File: src/verilog/xmp_params.svh
/*
  Constants of the extended management port slave: opcodes, field
  positions, frame lengths and timing.
  Assumes it is included by bare name from every file that needs it.
*/
// What this block does
// - A frame with opcode 10 and address-field bits 2 and 1 both one is an extended read.
// - A frame with opcode 01 and address-field bits 2 and 1 both one is an extended write.
// - The 8-bit index is address-field bits 4, 3, 0 on top of the five register-field bits.
// - In a read turnaround the controller floats the first bit and, on an answered read, the device drives zero on the second.
// - An extended read returns zeros in data bits 15 to 8.
// - An extended write ignores data bits 15 to 8 whatever they hold.
// - Config register contents travel only in the low eight data bits, both ways.
// - Extended frames reach every register index from 0x00 to 0xFF.
// - Standard frames give direct access to management registers 0 to 5, 29 and 31.
// - Frames without the extended selection reach only the standard 16-bit registers.
`ifndef XMP_PARAMS_SVH
`define XMP_PARAMS_SVH

`define XMP_OP_READ 2'h2
`define XMP_OP_WRITE 2'h1
`define XMP_EXT_SEL 2'h3
`define XMP_EXT_SEL_HI 2
`define XMP_EXT_SEL_LO 1
`define XMP_PREAMBLE_ONES 6'h20
`define XMP_HDR_LAST 4'hB
`define XMP_DATA_LAST 4'hF
`define XMP_STD_REG_LAST 5'h05
`define XMP_VEND_REG_A 5'h1D
`define XMP_VEND_REG_B 5'h1F
`define XMP_CLK_PERIOD_NS 10
`define XMP_MDC_MIN_PERIOD_NS 100
`define XMP_MDC_MIN_CYCLES (`XMP_MDC_MIN_PERIOD_NS / `XMP_CLK_PERIOD_NS)

`endif

File: src/verilog/xmp_pkg.sv
/*
  Types of the extended management port slave.
  Assumes nothing beyond a SystemVerilog compiler.
*/
`default_nettype none

package xmp_pkg;

  typedef enum logic [2:0] {
    XMP_PRE,
    XMP_START,
    XMP_HDR,
    XMP_TA,
    XMP_DATA
  } xmp_state_t;

  typedef struct packed {
    logic [1:0] op;
    logic [4:0] phy;
    logic [4:0] reg_addr_field;
  } xmp_hdr_t;

  typedef struct packed {
    logic rd;
    logic wr;
    logic [7:0] addr;
    logic [7:0] wdata;
  } xmp_cfg_req_t;

  typedef struct packed {
    logic rd;
    logic wr;
    logic [4:0] phy;
    logic [4:0] reg_addr_field;
    logic [15:0] wdata;
  } xmp_miim_req_t;

endpackage

`default_nettype wire

File: src/verilog/xmp_sync.sv
/*
  Two-stage synchroniser for a group of pin inputs.
  Assumes the inputs are asynchronous to clk.
*/
`timescale 1ns/1ns
`default_nettype none

module xmp_sync #(
  parameter int W = 2
) (
  // Clock and reset
  input wire logic clk,
  input wire logic rstn,
  // Pins in, synchronised out
  input wire logic [W-1:0] d,
  output logic [W-1:0] q
);

  logic [W-1:0] meta_q;

  // First stage feeds the second stage only
  always_ff @(posedge clk or negedge rstn) begin
    if (!rstn) begin
      meta_q <= '0;
      q <= '0;
    end else begin
      meta_q <= d;
      q <= meta_q;
    end
  end

endmodule // xmp_sync

`default_nettype wire

File: src/verilog/xmp_slave.sv
/*
  Slave end of the extended management port: decodes frames on the
  data pin, serves extended reads and writes to the 8-bit config space
  and standard frames to the 16-bit management registers.
  Assumes the management clock arrives asynchronously, at most 10 MHz,
  and that read data is valid one clk after a read strobe.
*/
`timescale 1ns/1ns
`default_nettype none
`include "xmp_params.svh"

module xmp_slave
  import xmp_pkg::*;
(
  // Clock and reset
  input wire logic clk,
  input wire logic rstn,
  // Management pins
  input wire logic mdc,
  input wire logic mdio_i,
  output logic mdio_o,
  output logic mdio_oe,
  // Config register space
  output xmp_cfg_req_t cfg_req,
  input wire logic [7:0] cfg_rdata,
  // Standard management registers
  output xmp_miim_req_t miim_req,
  input wire logic [15:0] miim_rdata
);

  function automatic logic [7:0] cfg_index(input logic [4:0] phy, input logic [4:0] ra);
    cfg_index = {phy[4:3], phy[0], ra};
  endfunction

  function automatic logic std_reg(input logic [4:0] ra);
    std_reg = (ra <= `XMP_STD_REG_LAST) || (ra == `XMP_VEND_REG_A) ||
              (ra == `XMP_VEND_REG_B);
  endfunction

  ////////////////////////////////////////////////////////////////////////////
  // Pin sampling; 10 MHz ceiling leaves ten clk per bit for decode

  logic [1:0] pins_s;
  logic mdc_s, mdio_s, mdc_last_q, rise;

  xmp_sync #(.W(2)) u_sync (
    .clk(clk),
    .rstn(rstn),
    .d({mdc, mdio_i}),
    .q(pins_s)
  );

  assign mdc_s = pins_s[1];
  assign mdio_s = pins_s[0];
  assign rise = mdc_s && !mdc_last_q;

  always_ff @(posedge clk or negedge rstn) begin
    if (!rstn) begin
      mdc_last_q <= 1'b0;
    end else begin
      mdc_last_q <= mdc_s;
    end
  end

  ////////////////////////////////////////////////////////////////////////////
  // Frame sequencer

  xmp_state_t state_q;
  logic [5:0] ones_q;
  logic [3:0] cnt_q;
  xmp_hdr_t hdr_q;
  logic [15:0] sh_q;
  logic is_rd_q, is_ext_q, answer_q;
  xmp_hdr_t hdr_d;
  logic hdr_ext, hdr_rd, hdr_wr;

  assign hdr_d = {hdr_q[10:0], mdio_s};
  assign hdr_ext = hdr_d.phy[`XMP_EXT_SEL_HI:`XMP_EXT_SEL_LO] == `XMP_EXT_SEL;
  assign hdr_rd = hdr_d.op == `XMP_OP_READ;
  assign hdr_wr = hdr_d.op == `XMP_OP_WRITE;

  always_ff @(posedge clk or negedge rstn) begin
    if (!rstn) begin
      state_q <= XMP_PRE;
      ones_q <= '0;
      cnt_q <= '0;
    end else if (rise) begin
      unique case (state_q)
        XMP_PRE: begin
          if (mdio_s) begin
            if (ones_q != `XMP_PREAMBLE_ONES) begin
              ones_q <= ones_q + 6'h01;
            end
          end else begin
            ones_q <= '0;
            if (ones_q == `XMP_PREAMBLE_ONES) begin
              state_q <= XMP_START;
            end
          end
        end
        XMP_START: begin
          cnt_q <= '0;
          state_q <= mdio_s ? XMP_HDR : XMP_PRE;
        end
        XMP_HDR: begin
          cnt_q <= cnt_q + 4'h1;
          if (cnt_q == `XMP_HDR_LAST) begin
            cnt_q <= '0;
            state_q <= (hdr_rd || hdr_wr) ? XMP_TA : XMP_PRE;
          end
        end
        XMP_TA: begin
          cnt_q <= cnt_q + 4'h1;
          if (cnt_q[0]) begin
            cnt_q <= '0;
            state_q <= XMP_DATA;
          end
        end
        XMP_DATA: begin
          cnt_q <= cnt_q + 4'h1;
          if (cnt_q == `XMP_DATA_LAST) begin
            state_q <= XMP_PRE;
          end
        end
      endcase
    end
  end

  // Header shift and frame classification
  always_ff @(posedge clk or negedge rstn) begin
    if (!rstn) begin
      hdr_q <= '0;
      is_rd_q <= 1'b0;
      is_ext_q <= 1'b0;
      answer_q <= 1'b0;
    end else if (rise && state_q == XMP_HDR) begin
      hdr_q <= hdr_d;
      if (cnt_q == `XMP_HDR_LAST) begin
        is_rd_q <= hdr_rd;
        is_ext_q <= hdr_ext;
        answer_q <= hdr_ext || std_reg(hdr_d.reg_addr_field);
      end
    end
  end

  ////////////////////////////////////////////////////////////////////////////
  // Register-side strobes

  logic hdr_done, data_done;
  logic [7:0] rdata8_q;
  logic [15:0] rdata16_q;
  logic rd_wait_q;

  assign hdr_done = rise && state_q == XMP_HDR && cnt_q == `XMP_HDR_LAST;
  assign data_done = rise && state_q == XMP_DATA && cnt_q == `XMP_DATA_LAST;

  always_ff @(posedge clk or negedge rstn) begin
    if (!rstn) begin
      cfg_req <= '0;
      miim_req <= '0;
    end else begin
      cfg_req.rd <= hdr_done && hdr_rd && hdr_ext;
      cfg_req.wr <= data_done && !is_rd_q && is_ext_q;
      miim_req.rd <= hdr_done && hdr_rd && !hdr_ext && std_reg(hdr_d.reg_addr_field);
      miim_req.wr <= data_done && !is_rd_q && !is_ext_q && answer_q;
      if (hdr_done) begin
        cfg_req.addr <= cfg_index(hdr_d.phy, hdr_d.reg_addr_field);
        miim_req.phy <= hdr_d.phy;
        miim_req.reg_addr_field <= hdr_d.reg_addr_field;
      end
      if (data_done) begin
        cfg_req.wdata <= {sh_q[6:0], mdio_s};
        miim_req.wdata <= {sh_q[14:0], mdio_s};
      end
    end
  end

  // Read data is caught one clk after the strobe
  always_ff @(posedge clk or negedge rstn) begin
    if (!rstn) begin
      rd_wait_q <= 1'b0;
      rdata8_q <= '0;
      rdata16_q <= '0;
    end else begin
      rd_wait_q <= cfg_req.rd || miim_req.rd;
      if (rd_wait_q) begin
        rdata8_q <= cfg_rdata;
        rdata16_q <= miim_rdata;
      end
    end
  end

  ////////////////////////////////////////////////////////////////////////////
  // Data shifter and pin drive

  logic drive_rd;

  assign drive_rd = is_rd_q && answer_q;

  always_ff @(posedge clk or negedge rstn) begin
    if (!rstn) begin
      sh_q <= '0;
      mdio_o <= 1'b0;
      mdio_oe <= 1'b0;
    end else if (rise) begin
      if (state_q == XMP_TA && !cnt_q[0]) begin
        mdio_oe <= drive_rd;
        mdio_o <= 1'b0;
      end else if (state_q == XMP_TA) begin
        // Extended reads carry the byte in the low half only
        sh_q <= is_ext_q ? {8'h00, rdata8_q} : rdata16_q;
        mdio_o <= is_ext_q ? 1'b0 : rdata16_q[15];
      end else if (state_q == XMP_DATA && drive_rd) begin
        sh_q <= {sh_q[14:0], 1'b0};
        mdio_o <= sh_q[14];
        mdio_oe <= cnt_q != `XMP_DATA_LAST;
      end else if (state_q == XMP_DATA) begin
        sh_q <= {sh_q[14:0], mdio_s};
      end else begin
        mdio_oe <= 1'b0;
      end
    end
  end
endmodule // xmp_slave

`default_nettype wire

File: config.mk
export PLATFORM = sky130hd
export DESIGN_NAME = xmp_slave
export DESIGN_NICKNAME = d
export VERILOG_FILES = /design/src/verilog/xmp_pkg.sv /design/src/verilog/xmp_sync.sv /design/src/verilog/xmp_slave.sv
export VERILOG_INCLUDE_DIRS = /design/src /design/src/verilog
export SDC_FILE = /design/constraint.sdc
export NUM_CORES = 1
export LEC_CHECK = 0
export BUFFER_PORTS_ARGS = -buffer_cell sky130_fd_sc_hd__buf_2
export CAP_MARGIN = 20
export CORE_MARGIN = 4
export CORE_UTILIZATION = 61
export CTS_BUF_LIST = sky130_fd_sc_hd__clkbuf_16
export DETAILED_ROUTE_END_ITERATION = 6
export PLACE_DENSITY = 0.94
export SLEW_MARGIN = 10
export SYNTH_ARGS = -nofsm -noshare
export SYNTH_HDL_FRONTEND = slang
export SYNTH_SLANG_ARGS = --single-unit
File: constraint.sdc
create_clock -name clk -period 4.85 [get_ports clk]
set_clock_uncertainty 0.05 [all_clocks]
set_input_delay 0 -clock clk [delete_from_list [all_inputs] [get_ports clk]]
set_output_delay 0 -clock clk [all_outputs]
set_load 0.02 [all_outputs]
==> flow_results.org, run 1 <==
** Die
- In this run the core area contains 32 standard-cell rows.
- Area of the die :: approximately 0.0094 mm^2
- The floorplan step set the die width to between 90 and 100 um.
- The floorplan step set the die height to roughly 97 um.
- CORE AREA :: between 0.007 and 0.008 mm^2
- The initial utilization of the core area, before any placement, comes to 0.626.
- IO Count :: 76

** Global routing
- Total GRT Usage :: 0.259
- Maximum number of pins on one net before global-route repair :: 84
- Via count of the first global-routing pass :: between 3,000 and 4,000
- The initial antenna violation count is 0.
- For this run the aggregate overflow at the end of global routing stands at 0.
- The first global-routing pass estimated approximately 20,000 um of wire.

** Hold path
- In this run the worst hold path is classified as primary input to async pin.

** Setup path
- Data on the critical path arrives at its endpoint at around 2.9 ns.
- Critical register-to-register path startpoint :: state_q[2]$_DFFE_PN0P_
- At the worst endpoint, the required time is just over 5 ns.
- Kind of critical path :: register to register
- Launching element type of the critical path :: register
- Walking the worst path, the cells encountered are or3b_4 > nor3_4 > mux2_2.
- CP top delay family :: simple AND/OR/NAND/NOR gates
- Largest fanout on the critical path :: 23
- Cell with the biggest individual delay on the critical path :: dfrtp_1
- On the worst path, the slowest cell contributes a delay of between 0.8 and 0.9 ns.
- Slack of the worst reg-to-reg path :: between 2 and 2.5 ns
- Together, buffers and inverters on the worst path number 0.
- Reg2Reg Depth :: 3
- Critical path endpoint category :: register
- Worst reg2reg endpoint :: cfg_req[2]$_DFFE_PN0P_

** Timing
- Aggregate negative setup slack :: 0 ns
- The hold violation count in the final report was 0.
- Setup violations remaining at the end of the flow were counted as 0.
- At the pin with the least slew margin, the transition time is between 1 and 1.5 ns.
- The number of pins with negative max-slew slack in the final report came to 0.
- Min Tclk post-route :: roughly 2.8 ns
- Period Utilization, post-route :: 0.567
- The worst pin sits at a relative slew slack of 0.305.
- Static timing analysis puts the maximum clock frequency at 364 MHz.
- Setup repair after global routing left no endpoint under its margin.

** Finish
- Area added between synthesis and finish :: 18.4%
- The filler cells instantiated in the layout total 446.
- Number of nets in the final layout :: approximately 520
- Number of inserted diodes :: 0
- Most frequent standard cell in the layout excluding fill and tap cells :: dfrtp_1
- Final core occ :: 0.742
- Layout cells sized above 1 :: 0.329
- Highest-count cells in the layout ignoring fill and taps :: 104 x dfrtp_1, 74 x buf_2, 50 x mux2_2, 35 x nand2_1, 29 x o21ai_0

** Clock network
- Clock root buffer master :: clkbuf_16
- In this run, post-CTS repair resized a total of 0 instances.
- CTS saw 104 sinks.
- Counting the buffers created by CTS gives 9.
- TritonCTS built the clock tree.
- The longest clock path from root to sink contains 2 buffers.
- Latest clock arrival within the worst-skew pair :: about 0.35 ns
- Clock-pin slew was measured on the worst setup and hold paths at about 0.080 ns.
- Number of setup buffers added after CTS :: 0
- The H-tree was split into 3 levels.
- Number of hold buffers added after cts :: 27

** Synthesis
- Each instance of the synthesized netlist takes up on average ~12 um^2.
- Warnings from Yosys :: 0
- In this run, synthesis inferred 0 flip-flops with an integrated enable.
- Counting distinct cell types in the post-synthesis netlist gives 52.
- Synthesis produced a netlist with a net count of ~450.
- Of the synthesized area, sequential elements account for 0.538.
- Proportion of synthesized flip-flops having asynchronous set or reset :: 1.00
- The most used flip-flop cell after synthesis is dfrtp_1.
- Cell area after synthesis :: between 0.004 and 0.005 mm^2
- Flip-flop and latch count after synthesis :: 104
- Post-synthesis instance total :: between 400 and 500

** Status
- Status :: finished, final reports clean

** Drt
- Met2 WL post-DR :: between 5000 and 6000 um
- Number of optimization iterations in the first detailed-route pass :: 5
- Total routed wire length on the met1 layer :: 4550 um
- Dividing the detail-routed via count by the number of cells gives between 6 and 7.
- Total length of routed met3 wires :: around 820 um
- Total routed wirelength :: 11,800 um
- Summing over every cut layer, the via total after detailed routing is around 3,700.
- Count of routing violations after the opening detailed-route iteration :: 375
- Routed signal wires occupy layers up through met4.
- ANT nets after route :: 0
- DRC errors left :: 0
- Wire length per cell after detailed routing :: a little under 20 um

** Place
- I/O Buffers :: 75
- Dpl hpwl :: 6670 um
- At the end of routability-driven placement, the weighted congestion stood at ~0.9.

** Pwr
- For this design the ratio of total power to cell area is between 300 and 400 mW/mm^2.
- Peak supply drop :: between 300 and 400 uV
- In this run the static leakage power is approximately 2.8 nW.

** Flow run
- The tool flagged a number of max-cap violations equal to 0.
==> layer usage <==
| metal | vias up | GRT usage |
|---|---|---|
| met3 | 52 | 0.0495 |
| met1 | 1823 | 0.319 |
| met4 | 0 | 0.152 |
| li1 | 1608 | - |
| met2 | 206 | 0.427 |
| met5 | - | 0 |
==> state kept, by name (all words and copies together), names as in the netlist <==
register       flops
hdr_d             11
state_q            3
sh_q              15
u_sync.q           2
is_ext_q           1
ones_q             6
cfg_req           17
is_rd_q            1
miim_req          13
mdc_last_q         1
answer_q           1
rdata16_q         16
mdio_o             1
rd_wait_q          1
u_sync.meta_q      2
mdio_oe            1
rdata8_q           8
cnt_q              4
==> area by class of cell <==
| class | instances | area [um^2] | share of cell area |
|---|---|---|---|
| Timing Repair Buffer | 106 | 706 | 0.123 |
| Sequential cell | 104 | 2600 | 0.454 |
| Clock inverter | 7 | 77.6 | 0.0135 |
| Inverter | 10 | 37.5 | 0.00655 |
| Multi-Input combinational cell | 259 | 1950 | 0.341 |
| Tap cell | 102 | 128 | 0.0223 |
| Clock buffer | 9 | 225 | 0.0393 |
==> per-stage QoR <==
stage / total power, mW / worst slack [ns] / hold slack (ns) / instances / cell area (um^2)
floorplan: 0.948 / 2.93 / -0.346 / 414 / 4840
global placement: 0.983 / 2.31 / -0.155 / 552 / 5110
detailed placement: 0.987 / 2.22 / -0.146 / 552 / 5110
CTS: 1.73 / 2.19 / 0.0317 / 595 / 5690
global route: 1.79 / 2.05 / 0.0685 / 597 / 5730
finish: 1.73 / 2.10 / 0.0262 / 597 / 5730
==> cells in the mapped netlist (all sizes together), types with 9 or more instances <==
library cell,count,share of area
buf,24,0.038
nor3b,11,0.017
clkbuf,17,0.013
nand2,35,0.027
inv,10,0.0078
a21oi,25,0.026
mux2,60,0.15
nor2,16,0.012
o21ai,30,0.031
dfrtp,104,0.54
mux2i,9,0.019
==> report_power, final <==
group	internal, mW	total (mW)	switching, mW
registers	0.880	0.900	0.0197
clock network	0.406	0.737	0.332
logic	0.0467	0.0915	0.0448
total	1.33	1.73	0.396
==> worst reg2reg max path: cells and delay by family, from the launching register on <==
family	cells	cell delay, ns
flip-flops	1	0.81
AND/OR/NAND/NOR	2	1.32
multiplexers	1	0.45
==> how the worst max path moves through the flow <==
stage	from	slack [ns]	cells past startpoint	to
after floorplan	state_q[1]$_DFFE_PN0P_	2.93	5	cfg_req[4]$_DFFE_PN0P_
after global placement	state_q[2]$_DFFE_PN0P_	2.31	3	cfg_req[0]$_DFFE_PN0P_
after detailed placement	state_q[2]$_DFFE_PN0P_	2.22	3	cfg_req[1]$_DFFE_PN0P_
after CTS	state_q[2]$_DFFE_PN0P_	2.19	3	cfg_req[1]$_DFFE_PN0P_
after global routing	state_q[2]$_DFFE_PN0P_	2.05	3	cfg_req[2]$_DFFE_PN0P_
final	state_q[2]$_DFFE_PN0P_	2.10	3	cfg_req[2]$_DFFE_PN0P_
==> kinds of logic (layout without fill, tap and decap cells) <==
| logic type | after synthesis | after routing | share of synthesized area |
|---|---|---|---|
| AO/OA/AOI/OAI | 88 | 88 | 0.111 |
| XOR/XNOR | 1 | 1 | 0.00181 |
| adder cells (fa/ha/maj) | 5 | 5 | 0.0129 |
| buffers and inverters | 51 | 132 | 0.0590 |
| flip-flops | 104 | 104 | 0.538 |
| multiplexers | 69 | 69 | 0.166 |
| AND/OR/NAND/NOR | 96 | 96 | 0.111 |
Note: power is estimated with default switching activity, not from simulation.
==> run 2, diff against run 1 <==
ABC_AREA = 1   (was not set)
CORE_UTILIZATION = 51   (was 61)
PLACE_DENSITY = 0.85   (was 0.94)
clock period = 2.41 ns   (was 4.85 ns; I/O delays follow)
==> flow_results.org, run 2 <==
** Setup path
- Reg2Reg Depth :: 5 (+2)
- Worst reg2reg endpoint :: sh_q[13]$_DFFE_PN0P_
- In this run the critical register-to-register path is launched from is_ext_q$_DFFE_PN0P_.
- The slack of the worst reg-to-reg path is 0.63 ns (-1.47 ns).
- Largest fanout on the critical path :: 18 (-22%)
- Critical path endpoint category :: register
- Kind of critical path :: register to register
- The arrival time at the worst endpoint came to 1.95 ns (-0.98 ns).
- CP Data Required Time :: 2.57 ns (-2.46 ns)
- STA classifies the critical path startpoint as a register.

** Clock network
- The clock slew at the register clock pins of the worst setup and hold paths was 0.07 ns (about the same).
- Number of buffers created by CTS :: 9 (unchanged)
- The post-CTS setup repair buffer count is 0 (unchanged).
- The maximum level of the CTS H-tree came to 3 (unchanged).
- Clock root buffer master :: clkbuf_16
- Maximum count of clock buffers along a single path :: 2 (unchanged)
- Clock tree sinks :: 104 (unchanged)
- Latest clock arrival within the worst-skew pair :: 0.34 ns (about the same)
- CTS resizes :: 0 (unchanged)
- TritonCTS built the clock tree.

** Synthesis
- The number of synthesized register bits is 104 (unchanged).
- Most common cell in the netlist :: nand2_1
- The fraction of registers with async set/reset came to 1.00 (unchanged).
- The count of yosys warnings during synthesis is 0 (unchanged).
- After synthesis, the most frequently instantiated cells are 138 x nand2_1, 104 x dfrtp_1, 64 x o21ai_0, 53 x inv_1, 28 x nand3_1.
- Number of nets in the synthesized netlist :: 553 (+24%)
- The average instance area after synthesis was 8.96 um^2 (-23%).
- Ranked by total cell area, the synthesized netlist is headed by dfrtp_1 56%, nand2_1 11%, o21ai_0 6.9%.
- Dominant synthesized flop cell :: dfrtp_1
- Register area share after synthesis :: 0.559 (+0.0207)
- Post-synthesis instance total :: 520 (+26%)
- Cell area after synthesis :: 0.00466 mm^2 (-3.7%)
- Share of the synthesized area in the top cell type :: 0.559 (+0.0207)
- Largest area contributor in the synthesized netlist :: dfrtp_1
- The count of unique library cells instantiated by Yosys was 29 (-44%).
- Number of enable flip-flop cells after synthesis :: 0 (unchanged)

** Timing
- Highest clock rate :: 560 MHz (+54%)
- Setup repair after global routing left no endpoint under its margin.
- Fin. Hold Viols :: 0 (unchanged)
- Period Utilization, post-route :: 0.740 (+0.173)
- The worst slew margin relative to its limit was 0.419 (+0.113).
- The number of pins with negative max-slew slack in the final report is 0 (unchanged).
- The total negative slack for setup checks is 0 ns (unchanged).
- The measured slew at the worst slew-check pin was 0.872 ns (-0.170 ns).
- The clock period minus worst slack came to 1.78 ns (-0.966 ns).
- The worst hold slack across all endpoints was 0.210 ns (+0.183 ns).
- The final-report setup violation count came to 0 (unchanged).

** Place
- Dpl hpwl :: 6710 um (+0.59%)
- The count of input and output buffers came to 75 (unchanged).
- The routability congestion estimate was 0.916 (+2.3%).

** Die
- IO Count :: 76 (unchanged)
- Starting utilization of the core area :: 0.529 (-0.0970)
- The row count was 34 (+6.3%).
- The die area is 0.0107 mm^2 (+14%).
- The area of the placeable core was 0.00881 mm^2 (+14%).
- Die Wd :: 104 um (+6.7%)
- The vertical die dimension came to 104 um (+6.7%).

** Finish
- In the layout the commonest cells are 138 x nand2_1, 104 x dfrtp_1, 74 x buf_2, 64 x o21ai_0, 53 x inv_1.
- Layout cells sized above 1 :: 0.201 (-0.129)
- Number of nets in the final layout :: 636 (+22%)
- Area added between synthesis and finish :: 19.3%
- Most frequent standard cell in the layout excluding fill and tap cells :: nand2_1
- Fill cells :: 670 (+50%)
- Registers with the most flip-flops :: cfg_req (17), rdata16_q (16), sh_q (15)
- The register with the most flip-flops in the final layout is cfg_req.
- Flip-flop count of the largest register after layout :: 17 (unchanged)
- Final core occ :: 0.631 (-0.111)
- The antenna diode count came to 0 (unchanged).

** Drt
- The amount of wire on met2 after detailed routing came to 5170 um (-12%).
- The vias after detailed routing came to 3,776 (+2.4%).
- Wire length per cell after detailed routing :: 14.2 um (-29%)
- The final routed DRC violation total is 0 (unchanged).
- Highest routing layer actually used :: met4
- The via count normalized by instance count was 5.27 (-15%).
- The final antenna-violating net count came to 0 (unchanged).
- Total routed wire length on the met1 layer :: 4260 um (-6.3%)
- Total length of routed met3 wires :: 432 um (-47%)
- Number of optimization iterations in the first detailed-route pass :: 6 (+1)
- The wire length reported by the detailed router was 10,100 um (-14%).
- Count of routing violations after the opening detailed-route iteration :: 264 (-30%)

** Pwr
- The total leakage power was 2.82 nW (+0.17%).
- Power per cell area :: 585 mW/mm^2 (+94%)
- The peak ir drop on the vdd network came to 341 uV (+6.2%).

** Global routing
- The number of global-route vias before repair came to 3,739 (-1.4%).
- The global-route wire length before repair came to 17,500 um (-11%).
- Total GRT Usage :: 0.196 (-0.0634)
- Antenna violations before repair :: 0 (unchanged)
- The sum of overflow across all layers after global routing was 0 (unchanged).
- The largest net degree at the start of global routing is 59 (-30%).

** Hold path
- Class of the tightest hold or removal check :: primary input to async pin

** Status
- The run finished with clean final reports.

** Flow run
- The number of maximum-capacitance constraint violations was 0 (unchanged).
## run 2: changes by cell type in the layout (fill, tap and decap cells not counted), moves of 24 or more
cell     delta
o21ai_0    +35
o21ai_1    +26
a21oi_1    -24
mux2_2     -34
nand3_1    +25
inv_1      +43
nand2_1   +103
## run 2: layer usage
metal	up-vias	global-route usage
li1	1822	-
met1	1813	0.236
met2	112	0.347
met3	29	0.0404
met4	0	0.0731
met5	-	0
## run 2: through the flow
step / cell area (um^2) / setup slack, ns / instances / power (mW)
finish: 5560 / 0.626 / 716 / 3.25
global route: 5560 / 0.476 / 716 / 3.37
CTS: 5560 / 0.656 / 716 / 3.28
detailed placement: 5010 / 0.688 / 673 / 1.90
global placement: 5010 / 0.726 / 673 / 1.90
floorplan: 4660 / 0.913 / 520 / 1.83
## run 2: worst max path at each step
stage | from | endpoint | slack [ns] | cells after the start
4_1_cts | is_ext_q$_DFFE_PN0P_ | sh_q[13]$_DFFE_PN0P_ | 0.66 | 5
2_1_floorplan | cnt_q[0]$_DFFE_PN0P_ | state_q[1]$_DFFE_PN0P_ | 0.91 | 8
5_1_grt | is_ext_q$_DFFE_PN0P_ | sh_q[14]$_DFFE_PN0P_ | 0.48 | 5
3_5_place_dp | is_ext_q$_DFFE_PN0P_ | sh_q[13]$_DFFE_PN0P_ | 0.69 | 5
6_report | is_ext_q$_DFFE_PN0P_ | sh_q[13]$_DFFE_PN0P_ | 0.63 | 5
3_3_place_gp | is_ext_q$_DFFE_PN0P_ | sh_q[14]$_DFFE_PN0P_ | 0.73 | 5
## run 2: critical path, cell delays in order (launching register included)
cell      delay (ns)
dfrtp_1         0.70
clkinv_1        0.45
nand3_1         0.20
o21ai_0         0.10
nand2_1         0.07
o21ai_1         0.07
## run 2: cell type report
| type | count | area, um^2 | share of cell area |
|---|---|---|---|
| clock buffers | 9 | 225 | 0.0405 |
| clock inverters | 7 | 52.6 | 0.00946 |
| inverters | 58 | 218 | 0.0392 |
| multi-input cells | 321 | 1610 | 0.290 |
| flip-flops and latches | 104 | 2600 | 0.468 |
| well taps | 108 | 135 | 0.0243 |
| repair buffers | 109 | 713 | 0.128 |
## run 2: timing repair
action	in CTS	in global routing
hold endpoints to repair	83	0
hold buffers	27	0
setup endpoints to repair	0	0
## run 2: report_power, final
group	switching, mW	internal, mW
Combinational	0.0706	0.0623
Clock	0.640	0.710
Sequential	0.0123	1.76
Total	0.723	2.53
## run 2: cells by family after synthesis
group,after synthesis,share of synthesized area
AND/OR/NAND/NOR,198,0.177
flip-flops,104,0.559
AO/OA/AOI/OAI,98,0.109
buffers and inverters,95,0.0959
multiplexers,16,0.0387
adder cells (fa/ha/maj),5,0.0134
XOR/XNOR,4,0.00752
